## src/pkg/fp_cmd_pkg.sv

```systemverilog
package fp_cmd_pkg;

	// ---------------------------------------------------------------
	// Register port addresses
	// ---------------------------------------------------------------
	localparam logic [9:0] ADDR_DATA = 10'h1f0; // Data word port.
	localparam logic [9:0] ADDR_SUBCMD = 10'h1f1; // Subcommand write, error read.
	localparam logic [9:0] ADDR_SECT_CNT = 10'h1f2; // Sector count.
	localparam logic [9:0] ADDR_SECT_NUM = 10'h1f3; // Sector number.
	localparam logic [9:0] ADDR_CYL_LO = 10'h1f4; // Cylinder low.
	localparam logic [9:0] ADDR_CYL_HI = 10'h1f5; // Cylinder high.
	localparam logic [9:0] ADDR_DRV_HEAD = 10'h1f6; // Drive and head select.
	localparam logic [9:0] ADDR_CMD = 10'h1f7; // Command write, status read.

	// ---------------------------------------------------------------
	// Command, subcommands and key values
	// ---------------------------------------------------------------
	localparam logic [7:0] CMD_FAIL_PRED = 8'hb0; // Failure-prediction command.
	localparam logic [7:0] SUB_READ_VALUES = 8'hd0; // Read attribute values.
	localparam logic [7:0] SUB_READ_THRESH = 8'hd1; // Read thresholds.
	localparam logic [7:0] SUB_AUTOSAVE = 8'hd2; // Autosave control.
	localparam logic [7:0] SUB_SAVE = 8'hd3; // Save attribute values.
	localparam logic [7:0] SUB_ENABLE = 8'hd8; // Enable prediction.
	localparam logic [7:0] SUB_DISABLE = 8'hd9; // Disable prediction.
	localparam logic [7:0] SUB_STATUS = 8'hda; // Return pass or fail verdict.
	localparam logic [7:0] KEY_LO = 8'h4f; // Key and pass value, cylinder low.
	localparam logic [7:0] KEY_HI = 8'hc2; // Key and pass value, cylinder high.
	localparam logic [7:0] FAIL_LO = 8'hf4; // Fail value, cylinder low.
	localparam logic [7:0] FAIL_HI = 8'h2c; // Fail value, cylinder high.
	localparam logic [7:0] AUTOSAVE_OFF = 8'h00; // Sector count that disables autosave.

	// ---------------------------------------------------------------
	// Status and error bit positions, reset values
	// ---------------------------------------------------------------
	localparam int STS_BUSY = 7; // Busy bit.
	localparam int STS_READY = 6; // Device ready bit.
	localparam int STS_DRQ = 3; // Data request bit.
	localparam int STS_ERR = 0; // Error bit.
	localparam int ERR_ABORT = 2; // Aborted command bit.
	localparam int DRV_SEL_BIT = 4; // Drive select bit of drive_head_reg.
	localparam logic [7:0] REG_RESET = 8'h00; // Reset value of taskfile registers.

	// ---------------------------------------------------------------
	// Data tables and attribute layout (16-bit words)
	// ---------------------------------------------------------------
	localparam int XFER_WORDS = 256; // 512 bytes per table.
	localparam int ATTR_COUNT = 30; // Attribute slots per table.
	localparam int ATTR_STRIDE = 6; // Words per attribute slot.
	localparam int ATTR_BASE_THR = 1; // Word with ID (low) and threshold (high).
	localparam int ATTR_BASE_VAL = 2; // Word with current value (high byte).
	localparam logic TBL_VALUES = 1'b0; // Attribute value table select.
	localparam logic TBL_THRESH = 1'b1; // Threshold table select.

	// ---------------------------------------------------------------
	// Autosave period
	// ---------------------------------------------------------------
	localparam longint unsigned AUTOSAVE_MIN = 64'd15; // Autosave period in minutes.
	localparam longint unsigned CLK_PERIOD_NS = 64'd8; // Clock period in ns.
	localparam longint unsigned AUTOSAVE_CYCLES = AUTOSAVE_MIN * 64'd60 *
		64'd1_000_000_000 / CLK_PERIOD_NS; // Autosave period in clock cycles.

	// Word address into the attribute source.
	typedef struct packed {
		logic tbl; // Table select.
		logic [7:0] word; // Word index within the table.
	} src_addr_t;

	// Settings kept in nonvolatile storage.
	typedef struct packed {
		logic pred_en; // Failure prediction enabled.
		logic autosave_en; // Attribute autosave enabled.
	} nv_cfg_t;

endpackage

```

## src/logic/autosave_timer.sv

```systemverilog
`timescale 1ns/1ps
module autosave_timer #(
	parameter longint unsigned PERIOD = 64'd1000 // Cycles between saves.
) (
	input wire logic sys_clk_i, // Clock.
	input wire logic rstn_i, // Synchronous reset, active low.
	input wire logic run_i, // Counting allowed.
	input wire logic restart_i, // A save finished, start over.
	output logic expire_o // One-cycle pulse when the period has elapsed.
);

	// ---------------------------------------------------------------
	// Elapsed-time counter
	// ---------------------------------------------------------------
	logic [39:0] count_q; // Cycles since the previous save.
	localparam logic [39:0] LAST = 40'(PERIOD - 64'd1); // Final count.

	// The count holds while stopped so that time already elapsed is kept.
	always_ff @(posedge sys_clk_i) begin
		if (!rstn_i || restart_i) begin
			count_q <= 40'h0;
		end else if (run_i && count_q != LAST) begin
			count_q <= count_q + 40'h1;
		end
	end

	// Expiry fires once; the owner restarts the count after saving.
	always_ff @(posedge sys_clk_i) begin
		if (!rstn_i) begin
			expire_o <= 1'b0;
		end else begin
			expire_o <= run_i && !restart_i && count_q == LAST - 40'h1;
		end
	end

endmodule

```

## src/logic/threshold_compare.sv

```systemverilog
`timescale 1ns/1ps
module threshold_compare (
	input wire logic sys_clk_i, // Clock.
	input wire logic rstn_i, // Synchronous reset, active low.
	input wire logic start_i, // Start a walk over all attributes.
	output fp_cmd_pkg::src_addr_t addr_o, // Source word address.
	input wire logic [15:0] data_i, // Source word at addr_o.
	output logic done_o, // One-cycle pulse at the end of the walk.
	output logic fail_o // Some attribute is below its threshold.
);

	// ---------------------------------------------------------------
	// Walk state
	// ---------------------------------------------------------------
	logic busy_q; // Walk in progress.
	logic phase_q; // Low: threshold word, high: value word.
	logic [4:0] idx_q; // Attribute slot.
	logic [7:0] id_q; // Latched attribute ID.
	logic [7:0] thr_q; // Latched threshold.
	logic [7:0] base; // First word of the slot.

	assign base = 8'(idx_q * fp_cmd_pkg::ATTR_STRIDE);

	// The address is formed from registers only, so the source sees it steady.
	always_comb begin
		addr_o.tbl = phase_q ? fp_cmd_pkg::TBL_VALUES : fp_cmd_pkg::TBL_THRESH;
		addr_o.word = base + (phase_q ? 8'(fp_cmd_pkg::ATTR_BASE_VAL) :
			8'(fp_cmd_pkg::ATTR_BASE_THR));
	end

	// One slot takes two cycles; unused slots (ID zero) never fail.
	always_ff @(posedge sys_clk_i) begin
		if (!rstn_i) begin
			busy_q <= 1'b0;
			phase_q <= 1'b0;
			idx_q <= 5'h0;
			id_q <= 8'h00;
			thr_q <= 8'h00;
			fail_o <= 1'b0;
			done_o <= 1'b0;
		end else begin
			done_o <= 1'b0;
			if (start_i) begin
				busy_q <= 1'b1;
				phase_q <= 1'b0;
				idx_q <= 5'h0;
				fail_o <= 1'b0;
			end else if (busy_q && !phase_q) begin
				id_q <= data_i[7:0];
				thr_q <= data_i[15:8];
				phase_q <= 1'b1;
			end else if (busy_q) begin
				if (id_q != 8'h00 && data_i[15:8] < thr_q) begin
					fail_o <= 1'b1;
				end
				phase_q <= 1'b0;
				if (idx_q == 5'(fp_cmd_pkg::ATTR_COUNT - 1)) begin
					busy_q <= 1'b0;
					done_o <= 1'b1;
				end else begin
					idx_q <= idx_q + 5'h1;
				end
			end
		end
	end

endmodule

```

## src/logic/ata_failure_prediction_cmd.sv

```systemverilog
`timescale 1ns/1ps
module ata_failure_prediction_cmd #(
	parameter longint unsigned AUTOSAVE_CYCLES = fp_cmd_pkg::AUTOSAVE_CYCLES, // Autosave period.
	parameter logic DEV_SELECT = 1'b0 // Drive select value this device answers to.
) (
	input wire logic sys_clk_i, // Clock, 125 MHz.
	input wire logic rstn_i, // Synchronous reset, active low.
	input wire logic [9:0] addr_i, // Register port address.
	input wire logic wr_i, // Write strobe, one cycle.
	input wire logic rd_i, // Read strobe, one cycle.
	input wire logic [15:0] data_i, // Write data, low byte for registers.
	output logic [15:0] data_o, // Read data.
	output logic data_oe_n_o, // Low while the device drives the data lines.
	output fp_cmd_pkg::src_addr_t src_addr_o, // Attribute source word address.
	input wire logic [15:0] src_data_i, // Attribute source word.
	output logic media_save_o, // Level: attribute save to medium requested.
	input wire logic media_done_i, // Pulse: medium save finished.
	input wire fp_cmd_pkg::nv_cfg_t nv_cfg_i, // Settings read from storage.
	output fp_cmd_pkg::nv_cfg_t nv_cfg_o, // Settings to store.
	output logic nv_write_o // Pulse: store nv_cfg_o.
);

	// ---------------------------------------------------------------
	// Command sequencer states
	// ---------------------------------------------------------------
	typedef enum logic [2:0] {
		ST_IDLE, // Waiting for a command.
		ST_CHECK, // Validating keys and subcommand.
		ST_COMMIT, // Waiting for the medium save.
		ST_COMPARE, // Walking attributes against thresholds.
		ST_XFER // Sending a 512-byte table.
	} state_t;

	state_t state_q; // Sequencer state.
	logic [7:0] subcmd_q; // subcommand_reg.
	logic [7:0] error_q; // error_reg.
	logic [7:0] sect_cnt_q; // sector_count_reg.
	logic [7:0] sect_num_q; // sector_number_reg.
	logic [7:0] cyl_lo_q; // cylinder_low_reg.
	logic [7:0] cyl_hi_q; // cylinder_high_reg.
	logic [7:0] drv_head_q; // drive_head_reg.
	logic busy_q; // Busy status bit.
	logic drq_q; // Data request status bit.
	logic err_q; // Error status bit.
	logic auto_q; // Current save is an automatic one.
	logic auto_pend_q; // Autosave period elapsed, save pending.
	logic loaded_q; // Stored settings have been taken in.
	fp_cmd_pkg::nv_cfg_t cfg_q; // Live settings.
	logic xfer_tbl_q; // Table being sent.
	logic [7:0] word_q; // Next word to send.
	logic cmp_start_q; // Start pulse for the comparator.
	logic cmp_done; // Comparator finished.
	logic cmp_fail; // Comparator verdict.
	fp_cmd_pkg::src_addr_t cmp_addr; // Comparator source address.
	logic timer_expire; // Autosave period elapsed.
	logic cmd_wr; // Host issues the command this cycle.
	logic keys_ok; // Cylinder keys match.
	logic sub_known; // Subcommand code is supported.
	logic [7:0] status; // Status byte as read.

	// ---------------------------------------------------------------
	// Decode helpers
	// ---------------------------------------------------------------
	// A command is taken only when idle and addressed to this drive.
	assign cmd_wr = wr_i && addr_i == fp_cmd_pkg::ADDR_CMD && !busy_q && !drq_q &&
		drv_head_q[fp_cmd_pkg::DRV_SEL_BIT] == DEV_SELECT;
	assign keys_ok = cyl_lo_q == fp_cmd_pkg::KEY_LO && cyl_hi_q == fp_cmd_pkg::KEY_HI;

	// Supported subcommand codes.
	always_comb begin
		sub_known = subcmd_q == fp_cmd_pkg::SUB_READ_VALUES ||
			subcmd_q == fp_cmd_pkg::SUB_READ_THRESH ||
			subcmd_q == fp_cmd_pkg::SUB_AUTOSAVE ||
			subcmd_q == fp_cmd_pkg::SUB_SAVE ||
			subcmd_q == fp_cmd_pkg::SUB_ENABLE ||
			subcmd_q == fp_cmd_pkg::SUB_DISABLE ||
			subcmd_q == fp_cmd_pkg::SUB_STATUS;
	end

	// Status byte; ready is shown whenever the device is not busy.
	always_comb begin
		status = 8'h00;
		status[fp_cmd_pkg::STS_BUSY] = busy_q;
		status[fp_cmd_pkg::STS_READY] = !busy_q;
		status[fp_cmd_pkg::STS_DRQ] = drq_q;
		status[fp_cmd_pkg::STS_ERR] = err_q;
	end

	// ---------------------------------------------------------------
	// Attribute source address
	// ---------------------------------------------------------------
	// The comparator owns the source only while it walks.
	always_comb begin
		if (state_q == ST_COMPARE) begin
			src_addr_o = cmp_addr;
		end else begin
			src_addr_o.tbl = xfer_tbl_q;
			src_addr_o.word = word_q;
		end
	end

	// ---------------------------------------------------------------
	// Taskfile registers
	// ---------------------------------------------------------------
	// Host writes are ignored while busy so a running command sees steady inputs.
	always_ff @(posedge sys_clk_i) begin
		if (!rstn_i) begin
			subcmd_q <= fp_cmd_pkg::REG_RESET;
			sect_cnt_q <= fp_cmd_pkg::REG_RESET;
			sect_num_q <= fp_cmd_pkg::REG_RESET;
			drv_head_q <= fp_cmd_pkg::REG_RESET;
		end else if (wr_i && !busy_q) begin
			if (addr_i == fp_cmd_pkg::ADDR_SUBCMD) begin
				subcmd_q <= data_i[7:0];
			end else if (addr_i == fp_cmd_pkg::ADDR_SECT_CNT) begin
				sect_cnt_q <= data_i[7:0];
			end else if (addr_i == fp_cmd_pkg::ADDR_SECT_NUM) begin
				sect_num_q <= data_i[7:0];
			end else if (addr_i == fp_cmd_pkg::ADDR_DRV_HEAD) begin
				drv_head_q <= data_i[7:0];
			end
		end
	end

	// Cylinder registers carry the keys in and the verdict out.
	always_ff @(posedge sys_clk_i) begin
		if (!rstn_i) begin
			cyl_lo_q <= fp_cmd_pkg::REG_RESET;
			cyl_hi_q <= fp_cmd_pkg::REG_RESET;
		end else if (state_q == ST_COMPARE && cmp_done) begin
			if (cmp_fail) begin
				cyl_lo_q <= fp_cmd_pkg::FAIL_LO;
				cyl_hi_q <= fp_cmd_pkg::FAIL_HI;
			end else begin
				cyl_lo_q <= fp_cmd_pkg::KEY_LO;
				cyl_hi_q <= fp_cmd_pkg::KEY_HI;
			end
		end else if (wr_i && !busy_q) begin
			if (addr_i == fp_cmd_pkg::ADDR_CYL_LO) begin
				cyl_lo_q <= data_i[7:0];
			end else if (addr_i == fp_cmd_pkg::ADDR_CYL_HI) begin
				cyl_hi_q <= data_i[7:0];
			end
		end
	end

	// ---------------------------------------------------------------
	// Read port
	// ---------------------------------------------------------------
	// Read data is registered; it drives the lines for the cycle after rd_i.
	always_ff @(posedge sys_clk_i) begin
		if (!rstn_i) begin
			data_o <= 16'h0000;
			data_oe_n_o <= 1'b1;
		end else begin
			data_oe_n_o <= !rd_i;
			if (!rd_i) begin
				data_o <= 16'h0000;
			end else if (addr_i == fp_cmd_pkg::ADDR_DATA) begin
				data_o <= drq_q ? src_data_i : 16'h0000;
			end else if (busy_q) begin
				// Only status is meaningful while busy.
				data_o <= {8'h00, status};
			end else if (addr_i == fp_cmd_pkg::ADDR_SUBCMD) begin
				data_o <= {8'h00, error_q};
			end else if (addr_i == fp_cmd_pkg::ADDR_SECT_CNT) begin
				data_o <= {8'h00, sect_cnt_q};
			end else if (addr_i == fp_cmd_pkg::ADDR_SECT_NUM) begin
				data_o <= {8'h00, sect_num_q};
			end else if (addr_i == fp_cmd_pkg::ADDR_CYL_LO) begin
				data_o <= {8'h00, cyl_lo_q};
			end else if (addr_i == fp_cmd_pkg::ADDR_CYL_HI) begin
				data_o <= {8'h00, cyl_hi_q};
			end else if (addr_i == fp_cmd_pkg::ADDR_DRV_HEAD) begin
				data_o <= {8'h00, drv_head_q};
			end else if (addr_i == fp_cmd_pkg::ADDR_CMD) begin
				data_o <= {8'h00, status};
			end else begin
				data_o <= 16'h0000;
			end
		end
	end

	// ---------------------------------------------------------------
	// Persistent settings
	// ---------------------------------------------------------------
	// Stored settings are taken in the first cycle after reset release.
	always_ff @(posedge sys_clk_i) begin
		if (!rstn_i) begin
			loaded_q <= 1'b0;
			cfg_q <= '0;
			nv_write_o <= 1'b0;
		end else begin
			nv_write_o <= 1'b0;
			loaded_q <= 1'b1;
			if (!loaded_q) begin
				cfg_q <= nv_cfg_i;
			end else if (state_q == ST_CHECK && keys_ok && sub_known) begin
				if (subcmd_q == fp_cmd_pkg::SUB_ENABLE) begin
					cfg_q.pred_en <= 1'b1;
					nv_write_o <= 1'b1;
				end else if (cfg_q.pred_en && subcmd_q == fp_cmd_pkg::SUB_DISABLE) begin
					cfg_q.pred_en <= 1'b0;
					nv_write_o <= 1'b1;
				end else if (cfg_q.pred_en && subcmd_q == fp_cmd_pkg::SUB_AUTOSAVE) begin
					cfg_q.autosave_en <= sect_cnt_q != fp_cmd_pkg::AUTOSAVE_OFF;
					nv_write_o <= 1'b1;
				end
			end
		end
	end

	assign nv_cfg_o = cfg_q;

	// ---------------------------------------------------------------
	// Autosave scheduling
	// ---------------------------------------------------------------
	// Period counts from last save.
	autosave_timer #(
		.PERIOD(AUTOSAVE_CYCLES)
	) u_timer (
		.sys_clk_i(sys_clk_i),
		.rstn_i(rstn_i),
		.run_i(cfg_q.autosave_en && cfg_q.pred_en),
		.restart_i(state_q == ST_COMMIT && media_done_i),
		.expire_o(timer_expire)
	);

	// A pending autosave waits for the sequencer; expiry beats the clear.
	always_ff @(posedge sys_clk_i) begin
		if (!rstn_i) begin
			auto_pend_q <= 1'b0;
		end else if (timer_expire) begin
			auto_pend_q <= 1'b1;
		end else if (!cfg_q.pred_en || (state_q == ST_COMMIT && media_done_i)) begin
			auto_pend_q <= 1'b0;
		end
	end

	// ---------------------------------------------------------------
	// Threshold comparison
	// ---------------------------------------------------------------
	// Each attribute against its threshold.
	threshold_compare u_cmp (
		.sys_clk_i(sys_clk_i),
		.rstn_i(rstn_i),
		.start_i(cmp_start_q),
		.addr_o(cmp_addr),
		.data_i(src_data_i),
		.done_o(cmp_done),
		.fail_o(cmp_fail)
	);

	// ---------------------------------------------------------------
	// Command sequencer
	// ---------------------------------------------------------------
	// Busy brackets every subcommand; the medium save request is a level.
	always_ff @(posedge sys_clk_i) begin
		if (!rstn_i) begin
			state_q <= ST_IDLE;
			busy_q <= 1'b0;
			drq_q <= 1'b0;
			err_q <= 1'b0;
			error_q <= 8'h00;
			auto_q <= 1'b0;
			media_save_o <= 1'b0;
			cmp_start_q <= 1'b0;
			xfer_tbl_q <= fp_cmd_pkg::TBL_VALUES;
			word_q <= 8'h00;
		end else begin
			cmp_start_q <= 1'b0;
			case (state_q)
				ST_IDLE: begin
					if (cmd_wr && data_i[7:0] == fp_cmd_pkg::CMD_FAIL_PRED) begin
						busy_q <= 1'b1;
						err_q <= 1'b0;
						error_q <= 8'h00;
						state_q <= ST_CHECK;
					end else if (auto_pend_q && cfg_q.pred_en && !drq_q) begin
						busy_q <= 1'b1;
						auto_q <= 1'b1;
						media_save_o <= 1'b1;
						state_q <= ST_COMMIT;
					end
				end
				ST_CHECK: begin
					state_q <= ST_IDLE;
					if (!keys_ok || !sub_known ||
						(!cfg_q.pred_en && subcmd_q != fp_cmd_pkg::SUB_ENABLE)) begin
						busy_q <= 1'b0;
						err_q <= 1'b1;
						error_q[fp_cmd_pkg::ERR_ABORT] <= 1'b1;
					end else if (subcmd_q == fp_cmd_pkg::SUB_READ_VALUES ||
						subcmd_q == fp_cmd_pkg::SUB_SAVE ||
						subcmd_q == fp_cmd_pkg::SUB_STATUS) begin
						auto_q <= 1'b0;
						media_save_o <= 1'b1;
						state_q <= ST_COMMIT;
					end else if (subcmd_q == fp_cmd_pkg::SUB_READ_THRESH) begin
						busy_q <= 1'b0;
						drq_q <= 1'b1;
						xfer_tbl_q <= fp_cmd_pkg::TBL_THRESH;
						word_q <= 8'h00;
						state_q <= ST_XFER;
					end else begin
						busy_q <= 1'b0;
					end
				end
				ST_COMMIT: begin
					if (media_done_i) begin
						media_save_o <= 1'b0;
						if (auto_q) begin
							busy_q <= 1'b0;
							auto_q <= 1'b0;
							state_q <= ST_IDLE;
						end else if (subcmd_q == fp_cmd_pkg::SUB_READ_VALUES) begin
							busy_q <= 1'b0;
							drq_q <= 1'b1;
							xfer_tbl_q <= fp_cmd_pkg::TBL_VALUES;
							word_q <= 8'h00;
							state_q <= ST_XFER;
						end else if (subcmd_q == fp_cmd_pkg::SUB_STATUS) begin
							cmp_start_q <= 1'b1;
							state_q <= ST_COMPARE;
						end else begin
							busy_q <= 1'b0;
							state_q <= ST_IDLE;
						end
					end
				end
				ST_COMPARE: begin
					if (cmp_done) begin
						busy_q <= 1'b0;
						state_q <= ST_IDLE;
					end
				end
				ST_XFER: begin
					// Each data-port read takes one word; the last ends the request.
					if (rd_i && addr_i == fp_cmd_pkg::ADDR_DATA) begin
						word_q <= word_q + 8'h01;
						if (word_q == 8'(fp_cmd_pkg::XFER_WORDS - 1)) begin
							drq_q <= 1'b0;
							state_q <= ST_IDLE;
						end
					end
				end
				default: begin
					state_q <= ST_IDLE;
				end
			endcase
		end
	end

endmodule

```

## config.mk

```make
export PLATFORM = sky130hd
export DESIGN_NAME = ata_failure_prediction_cmd
export DESIGN_NICKNAME = d
export VERILOG_FILES = /design/src/pkg/fp_cmd_pkg.sv /design/src/logic/autosave_timer.sv /design/src/logic/threshold_compare.sv /design/src/logic/ata_failure_prediction_cmd.sv
export SDC_FILE = /design/constraint.sdc
export NUM_CORES = 1
export LEC_CHECK = 0
export BUFFER_PORTS_ARGS = -buffer_cell sky130_fd_sc_hd__buf_2
export CAP_MARGIN = 20
export CORE_MARGIN = 2
export CORE_UTILIZATION = 25
export CTS_BUF_LIST = sky130_fd_sc_hd__clkbuf_8
export CTS_CLUSTER_DIAMETER = 100
export DETAILED_ROUTE_END_ITERATION = 12
export HOLD_SLACK_MARGIN = 0.15
export PLACE_DENSITY = 0.46
export SLEW_MARGIN = 15
export SYNTH_ARGS = -nofsm -noshare
export SYNTH_HDL_FRONTEND = slang
export SYNTH_SLANG_ARGS = --single-unit
```

## constraint.sdc

```tcl
create_clock -name sys_clk_i -period 3.7 [get_ports sys_clk_i]
set_clock_uncertainty 0.05 [all_clocks]
set_input_delay 1.11 -clock sys_clk_i [delete_from_list [all_inputs] [get_ports sys_clk_i]]
set_output_delay 1.11 -clock sys_clk_i [all_outputs]
set_load 0.05 [all_outputs]
```

* Word-level counts from Yosys, hierarchy flattened
Cells that the tools add are included.
** Storage, ports and cells
- Logic and storage cells :: 280
- Bits in read-only memories :: 0
- Bits in writable memories :: 0
- Latch bits :: 0
- Memories kept :: 0
- Register bits :: 155
** Operators by class
- Divide/modulo/power cells :: 0
- $add $sub $neg :: 4
- Bitwise operators :: 11
- $lt $le $gt $ge :: 1
- Multiply operators :: 1
- Multiplexer cells :: 100
- Shifts and indexed selects :: 0
- Reduce and logical (&&, ||, !) cells :: 80
- Equality and inequality tests :: 51
** Operator list (number)
- 8-bit two-way mux :: 23
- 10-bit by 9-bit equality test with 1-bit output, second input constant :: 8
- 8-bit equality test, second input constant :: 10
- 1-bit two-way mux :: 48
- 40-bit by 1-bit adder with 40-bit output, second input constant :: 1
- 40-bit by 37-bit equality test with 1-bit output, second input constant :: 1
- 40-bit by 37-bit != test with 1-bit output, second input constant :: 1
- 3-bit two-way mux :: 12
- 16-bit two-way mux :: 2
- 2-bit != test, second input constant :: 15
- 8-bit case mux with 3 select lines :: 1
- 1-bit logical AND :: 23
- 3-bit AND reduction :: 6
- 8-bit nonzero test :: 2
- 3-bit case mux with 5 select lines :: 1
- 2-bit nonzero test :: 7
- 1-bit logical OR :: 12
- 6-bit AND reduction :: 2
- 1-bit NOT :: 11
- 2-bit by 1-bit != test with 1-bit output, second input constant :: 5
- 2-bit AND reduction :: 5
- 5-bit AND reduction :: 2
- 1-bit logical NOT :: 9
- 9-bit two-way mux :: 1
- 29 further kinds :: 40

* Logic depth before layout (Yosys ltp)
- Depth in word-level cells :: 12
- Depth in mapped cells :: 8
- Mapped depth without buffers :: 8

* By module
Synthesis repeated with hierarchy kept, for this count alone.
** Second synthesis, totals
- Cell total of the unflattened synthesis :: 917
- Area, all modules :: 7966.4 um^2
** Modules (own cells, without submodules)
- ata_failure_prediction_cmd :: sequential area each 1761.7 um^2, area each 4301.6 um^2, cells each 481, times used 1
- autosave_timer :: sequential area each 820.8 um^2, area each 2208.4 um^2, cells each 265, times used 1
- threshold_compare :: sequential area each 500.5 um^2, area each 1456.4 um^2, cells each 171, times used 1

* Least setup slack after synthesis
No wires, ideal clock.
- Kind :: flip-flop to output port
- Start :: register u_cmp.idx_q[0]
- End :: output src_addr_o[7] (netlist name)
- Slack :: -208 ps
- Data required time :: 2540 ps
- Stages on the path, launching flop included :: 8
- Buffers on the path :: 0
- Data arrival time :: 2748 ps
- Path through :: dfxtp_1 > ha_1 > fa_1 > xnor2_1 > nand3b_1 > nor3_1 > xor2_1 > o21ai_0
** RTL lines
- start: declaration :: RTL line threshold_compare.sv:17 : logic [4:0] idx_q;
- start signal: assignment :: RTL line threshold_compare.sv:61 : idx_q <= idx_q + 5'h1;
- end: declaration :: RTL line ata_failure_prediction_cmd.sv:14 : output fp_cmd_pkg::src_addr_t src_addr_o,

==> qor_table.md <==
| Parameter | Value | Unit |
| --- | --- | --- |
| Fill cell total of the finished layout | 3226 | - |
| Final Wtd Congestion | 0.817 | - |
| I/O Buffers | 70 | - |
| Die outline area | 31600 | µm² |
| Sw frac | 24.6 | % |
| Critical Path AT | 2480 | ps |
| Clock Sink Count | 154 | - |
| Dominant combinational cell family by area after synthesis | simple AND/OR/NAND/NOR gates | - |
| Combined global-route utilization of all metal layers | 14.1 | % |
| Clock network fraction of design power | 43.6 | % |
| Worst slew margin | 55.9 | % |
| Cell area after synthesis | 7540 | µm² |
| CP Capture Type | primary output | - |
| Cts bufs inserted | 17 | - |
| H-tree depth | 4 | - |
| Reported net switching power | 0.000784 | W |
| Ranking of synthesized cells by area | sky130_fd_sc_hd__dfxtp_1 41%, sky130_fd_sc_hd__nand2_1 6.0%, sky130_fd_sc_hd__nor2_1 5.2%, sky130_fd_sc_hd__mux2i_1 4.6%, sky130_fd_sc_hd__a21oi_1 4.0% | - |
| Clk_lat worst skew | 450 | ps |
| Adder-Cell Fraction of Synth Area | 3.42 | % |
| First-pass DRT Iterations | 5 | - |
| Total buffers and inverters traversed by the critical path | 1 | - |
| Number of failing hold endpoints at the final stage | 0 | - |
| Crit path max fanout | 5 | - |
| Static leakage | 3.21 | nW |
| Vias post-DR | 6543 | - |
| Comb power frac | 4.3 | % |
| Global-route wire length before repair | 34400 | µm |
| Max Clock Freq | 275 | MHz |
| Pin slew with the least headroom to its limit | 662 | ps |
| Area Growth Syn to Fin | 17.8 | % |
| Ranking of synthesized cells by instance count | 154 x sky130_fd_sc_hd__dfxtp_1, 120 x sky130_fd_sc_hd__nand2_1, 104 x sky130_fd_sc_hd__nor2_1 | - |
| Vias in the first global route | 6300 | - |
| Critical Setup Path Class | flip-flop to primary output | - |
| Proportion of synthesized flip-flops having asynchronous set or reset | 0 | % |
| Warnings, synthesis | 0 | - |
| Total power per unit cell area | 359 | nW/µm² |
| Post-synthesis sequential area ratio | 40.9 | % |
| Initial antenna violation count | 0 | - |
| Post-Synth Simple-Gate Area | 27.9 | % |
| Core Box Area | 29600 | µm² |
| Share of the clock period used by the worst path after layout | 98.3 | % |
| Gr ovfl total | 0 | - |
| Bufs on Longest Clock Path | 2 | - |
| Initial cell density of the core | 25.5 | % |
| Setup-failing EPs final | 0 | - |
| Average instance area after synthesis | 8.39 | µm² |
| Die X-Extent | 178 | µm |
| Synthesized-area fraction occupied by xor and xnor cells | 6.27 | % |
| Synth unique cells | 70 | - |
| Clk Tree Root Cell | sky130_fd_sc_hd__clkbuf_8 | - |
| Post-DR vias/cell | 4.77 | - |
| Hold Startpoint | u_timer.expire_o | - |
| Power after layout | 0.00319 | W |
| CP required | 2540 | ps |
| Largest net degree at the start of global routing | 33 | - |
| Critical-path cell list | ha_4 -> fa_2 -> a21oi_2 -> o21bai_2 -> xnor2_2 -> nor3_2 -> xor2_1 -> o21ai_1 -> buf_6 | - |
| Clock period minus worst slack | 3640 | ps |
| Delay of the slowest critical-path stage | 390 | ps |
| Syn Nets | 968 | - |
| Maximum resistive drop on vdd | 0.000202 | V |
| Drt wl/cell | 15.8 | µm |
| Number of placed I/O pins | 79 | - |
| CTS tree | yes | - |
| Number of nets in the layout | 1038 | - |
| Sequential share of power | 52.1 | % |
| DRT antenna net count | 0 | - |
| Area of the multi-input gates | 4270 | µm² |
| Fraction of synthesized cell area taken by the top area cell type | 40.9 | % |
| Master of the slowest instance on the critical path | sky130_fd_sc_hd__fa_2 | - |
| Status | complete, no violations | - |
| Number of enable flip-flop cells after synthesis | 0 | - |
| Share of layout cells above drive strength 1 | 16.0 | % |
| Cell count after synthesis | 899 | - |
| Utilization after layout | 30.0 | % |
| Type of the worst min-delay path | flip-flop to flip-flop | - |
| Number of maximum-capacitance constraint violations | 0 | - |
| Cell taking the most area after synthesis | sky130_fd_sc_hd__dfxtp_1 | - |
| Final HPWL from detailed placement | 15700 | µm |
| Gate family responsible for the most delay along the worst path | adder cells | - |
| Violation count after the first detailed-route iteration | 407 | - |
| CP Launch Type | flip-flop | - |
| Standard-cell row count | 63 | - |
| Most numerous cell in the Yosys netlist | sky130_fd_sc_hd__dfxtp_1 | - |
| Seq cells post-synth | 154 | - |
| Mux contribution to synthesized area | 5.54 | % |
| Clock transition at the registers of the reported paths | 80 | ps |
| Critical register-to-register path startpoint | cyl_hi_q[1] | - |
| Final Max Slew Viols | 0 | - |
| Post-synthesis compound-gate area fraction | 12.6 | % |
| Cell-internal power | 0.00241 | W |
| RSZ-0062 raised after global routing | yes | - |
| Beginning of the critical path | u_cmp.idx_q[1] | - |
| Total Routed Length | 21700 | µm |
| Vert. Die Dim | 178 | µm |
| Number of remaining DRC errors | 0 | - |
| Sequential Area | 3090 | µm² |
| Main synth FF type | sky130_fd_sc_hd__dfxtp_1 | - |
| Antenna cell count | 0 | - |
[state kept, by name, summed over array words and instances (netlist names), 2 cells and up]
signal	flops
data_o	16
cyl_lo_q	8
subcmd_q	8
u_cmp.id_q	8
sect_cnt_q	8
u_cmp.thr_q	8
drv_head_q	8
u_timer.count_q	40
sect_num_q	8
nv_cfg_o	2
cyl_hi_q	8
u_cmp.idx_q	5
word_q	8
state_q	3
[final timing paths]
| check | to | cells after the start | slack (ps) |
|---|---|---|---|
| worst max-delay path | src_addr_o[7] | 9 | 60 |
| worst max register to register | word_q[3] | 6 | 1110 |
| worst min-delay path | auto_pend_q | 2 | 390 |
| worst min register to register | auto_pend_q | 2 | 390 |
[layout by cell type (no fill, tap or decap), types with 7 or more instances in the layout]
cell type,netlist,final
sky130_fd_sc_hd__dfxtp_1,154,151
sky130_fd_sc_hd__nand2_1,120,120
sky130_fd_sc_hd__nor2_1,104,104
sky130_fd_sc_hd__buf_2,4,68
sky130_fd_sc_hd__a21oi_1,61,60
sky130_fd_sc_hd__nand3_1,39,39
sky130_fd_sc_hd__mux2i_1,35,35
sky130_fd_sc_hd__xor2_1,26,26
sky130_fd_sc_hd__xnor2_1,28,25
sky130_fd_sc_hd__o21ai_0,28,25
sky130_fd_sc_hd__inv_1,23,24
sky130_fd_sc_hd__buf_4,0,21
sky130_fd_sc_hd__nand4_1,19,19
sky130_fd_sc_hd__clkbuf_8,0,19
sky130_fd_sc_hd__ha_1,19,18
sky130_fd_sc_hd__and2_1,17,17
sky130_fd_sc_hd__nor3_1,18,16
sky130_fd_sc_hd__nor4_1,17,16
sky130_fd_sc_hd__and3_1,13,13
sky130_fd_sc_hd__a31oi_1,13,13
sky130_fd_sc_hd__nand2b_1,10,10
sky130_fd_sc_hd__a211oi_1,9,9
sky130_fd_sc_hd__nand3b_1,8,8
sky130_fd_sc_hd__or3_1,7,7
[cells by family (layout without fill, tap and decap cells)]
group           count (synthesis)  in the layout
compound gates                150            150
xor+xnor                       54             54
buf+inv                        64            147
mux                            41             41
fa+ha+maj                      20             20
simple gates                  416            416
flops                         154            154
[power groups by stage]
stage / Sequential [W] / Combinational [W] / Clock, W
after floorplan: 0.00171 / 0.0000579 / 0
after global routing: 0.00166 / 0.000149 / 0.00152
after CTS: 0.00166 / 0.000139 / 0.00145
after detailed placement: 0.00170 / 0.000138 / 0
after global placement: 0.00170 / 0.000139 / 0
final: 0.00166 / 0.000137 / 0.00139
[metrics by stage]
| stage | instances | setup slack [ps] | TNS (ps) | hold slack [ps] | cell area, µm² |
|---|---|---|---|---|---|
| detailed placement | 1338 | 339 | 0 | 386 | 8370 |
| floorplan | 899 | 90.7 | 0 | 351 | 7540 |
| global placement | 1338 | 337 | 0 | 371 | 8370 |
| finish | 1372 | 64.3 | 0 | 387 | 8890 |
| CTS | 1370 | 3.34 | 0 | 397 | 8820 |
| global route | 1372 | -76.4 | -113 | 428 | 8890 |
[worst min-delay path, stage by stage (launching register included)]
cell,delay (ps)
sky130_fd_sc_hd__dfxtp_1,320
sky130_fd_sc_hd__nand2_1,40
sky130_fd_sc_hd__o21ai_0,50
[routing by layer]
metal	up-vias	part of all wire (%)	track usage, %
li1	3314	-	-
met2	122	47	23.4
met5	-	0	0
met3	24	3.4	2.55
met4	0	1.6	4.82
met1	3083	48	18.2
[cell type report]
| cell class | instances | area share [%] |
|---|---|---|
| Clock buffer | 19 | 2.94 |
| Clock inverter | 13 | 1.87 |
| Inverter | 24 | 1.01 |
| Multi-Input combinational cell | 681 | 48.1 |
| Sequential cell | 154 | 34.8 |
| Tap cell | 390 | 5.49 |
| Timing Repair Buffer | 91 | 5.81 |
[repair_timing]
action,4_1_cts,5_1_grt
pin swaps,1,4
endpoints found under the setup margin,2,3
setup buffers,0,2
cloned,0,0
hold buffers,0,0
resized for setup,9,9
Power figures use the tool's default switching activity.
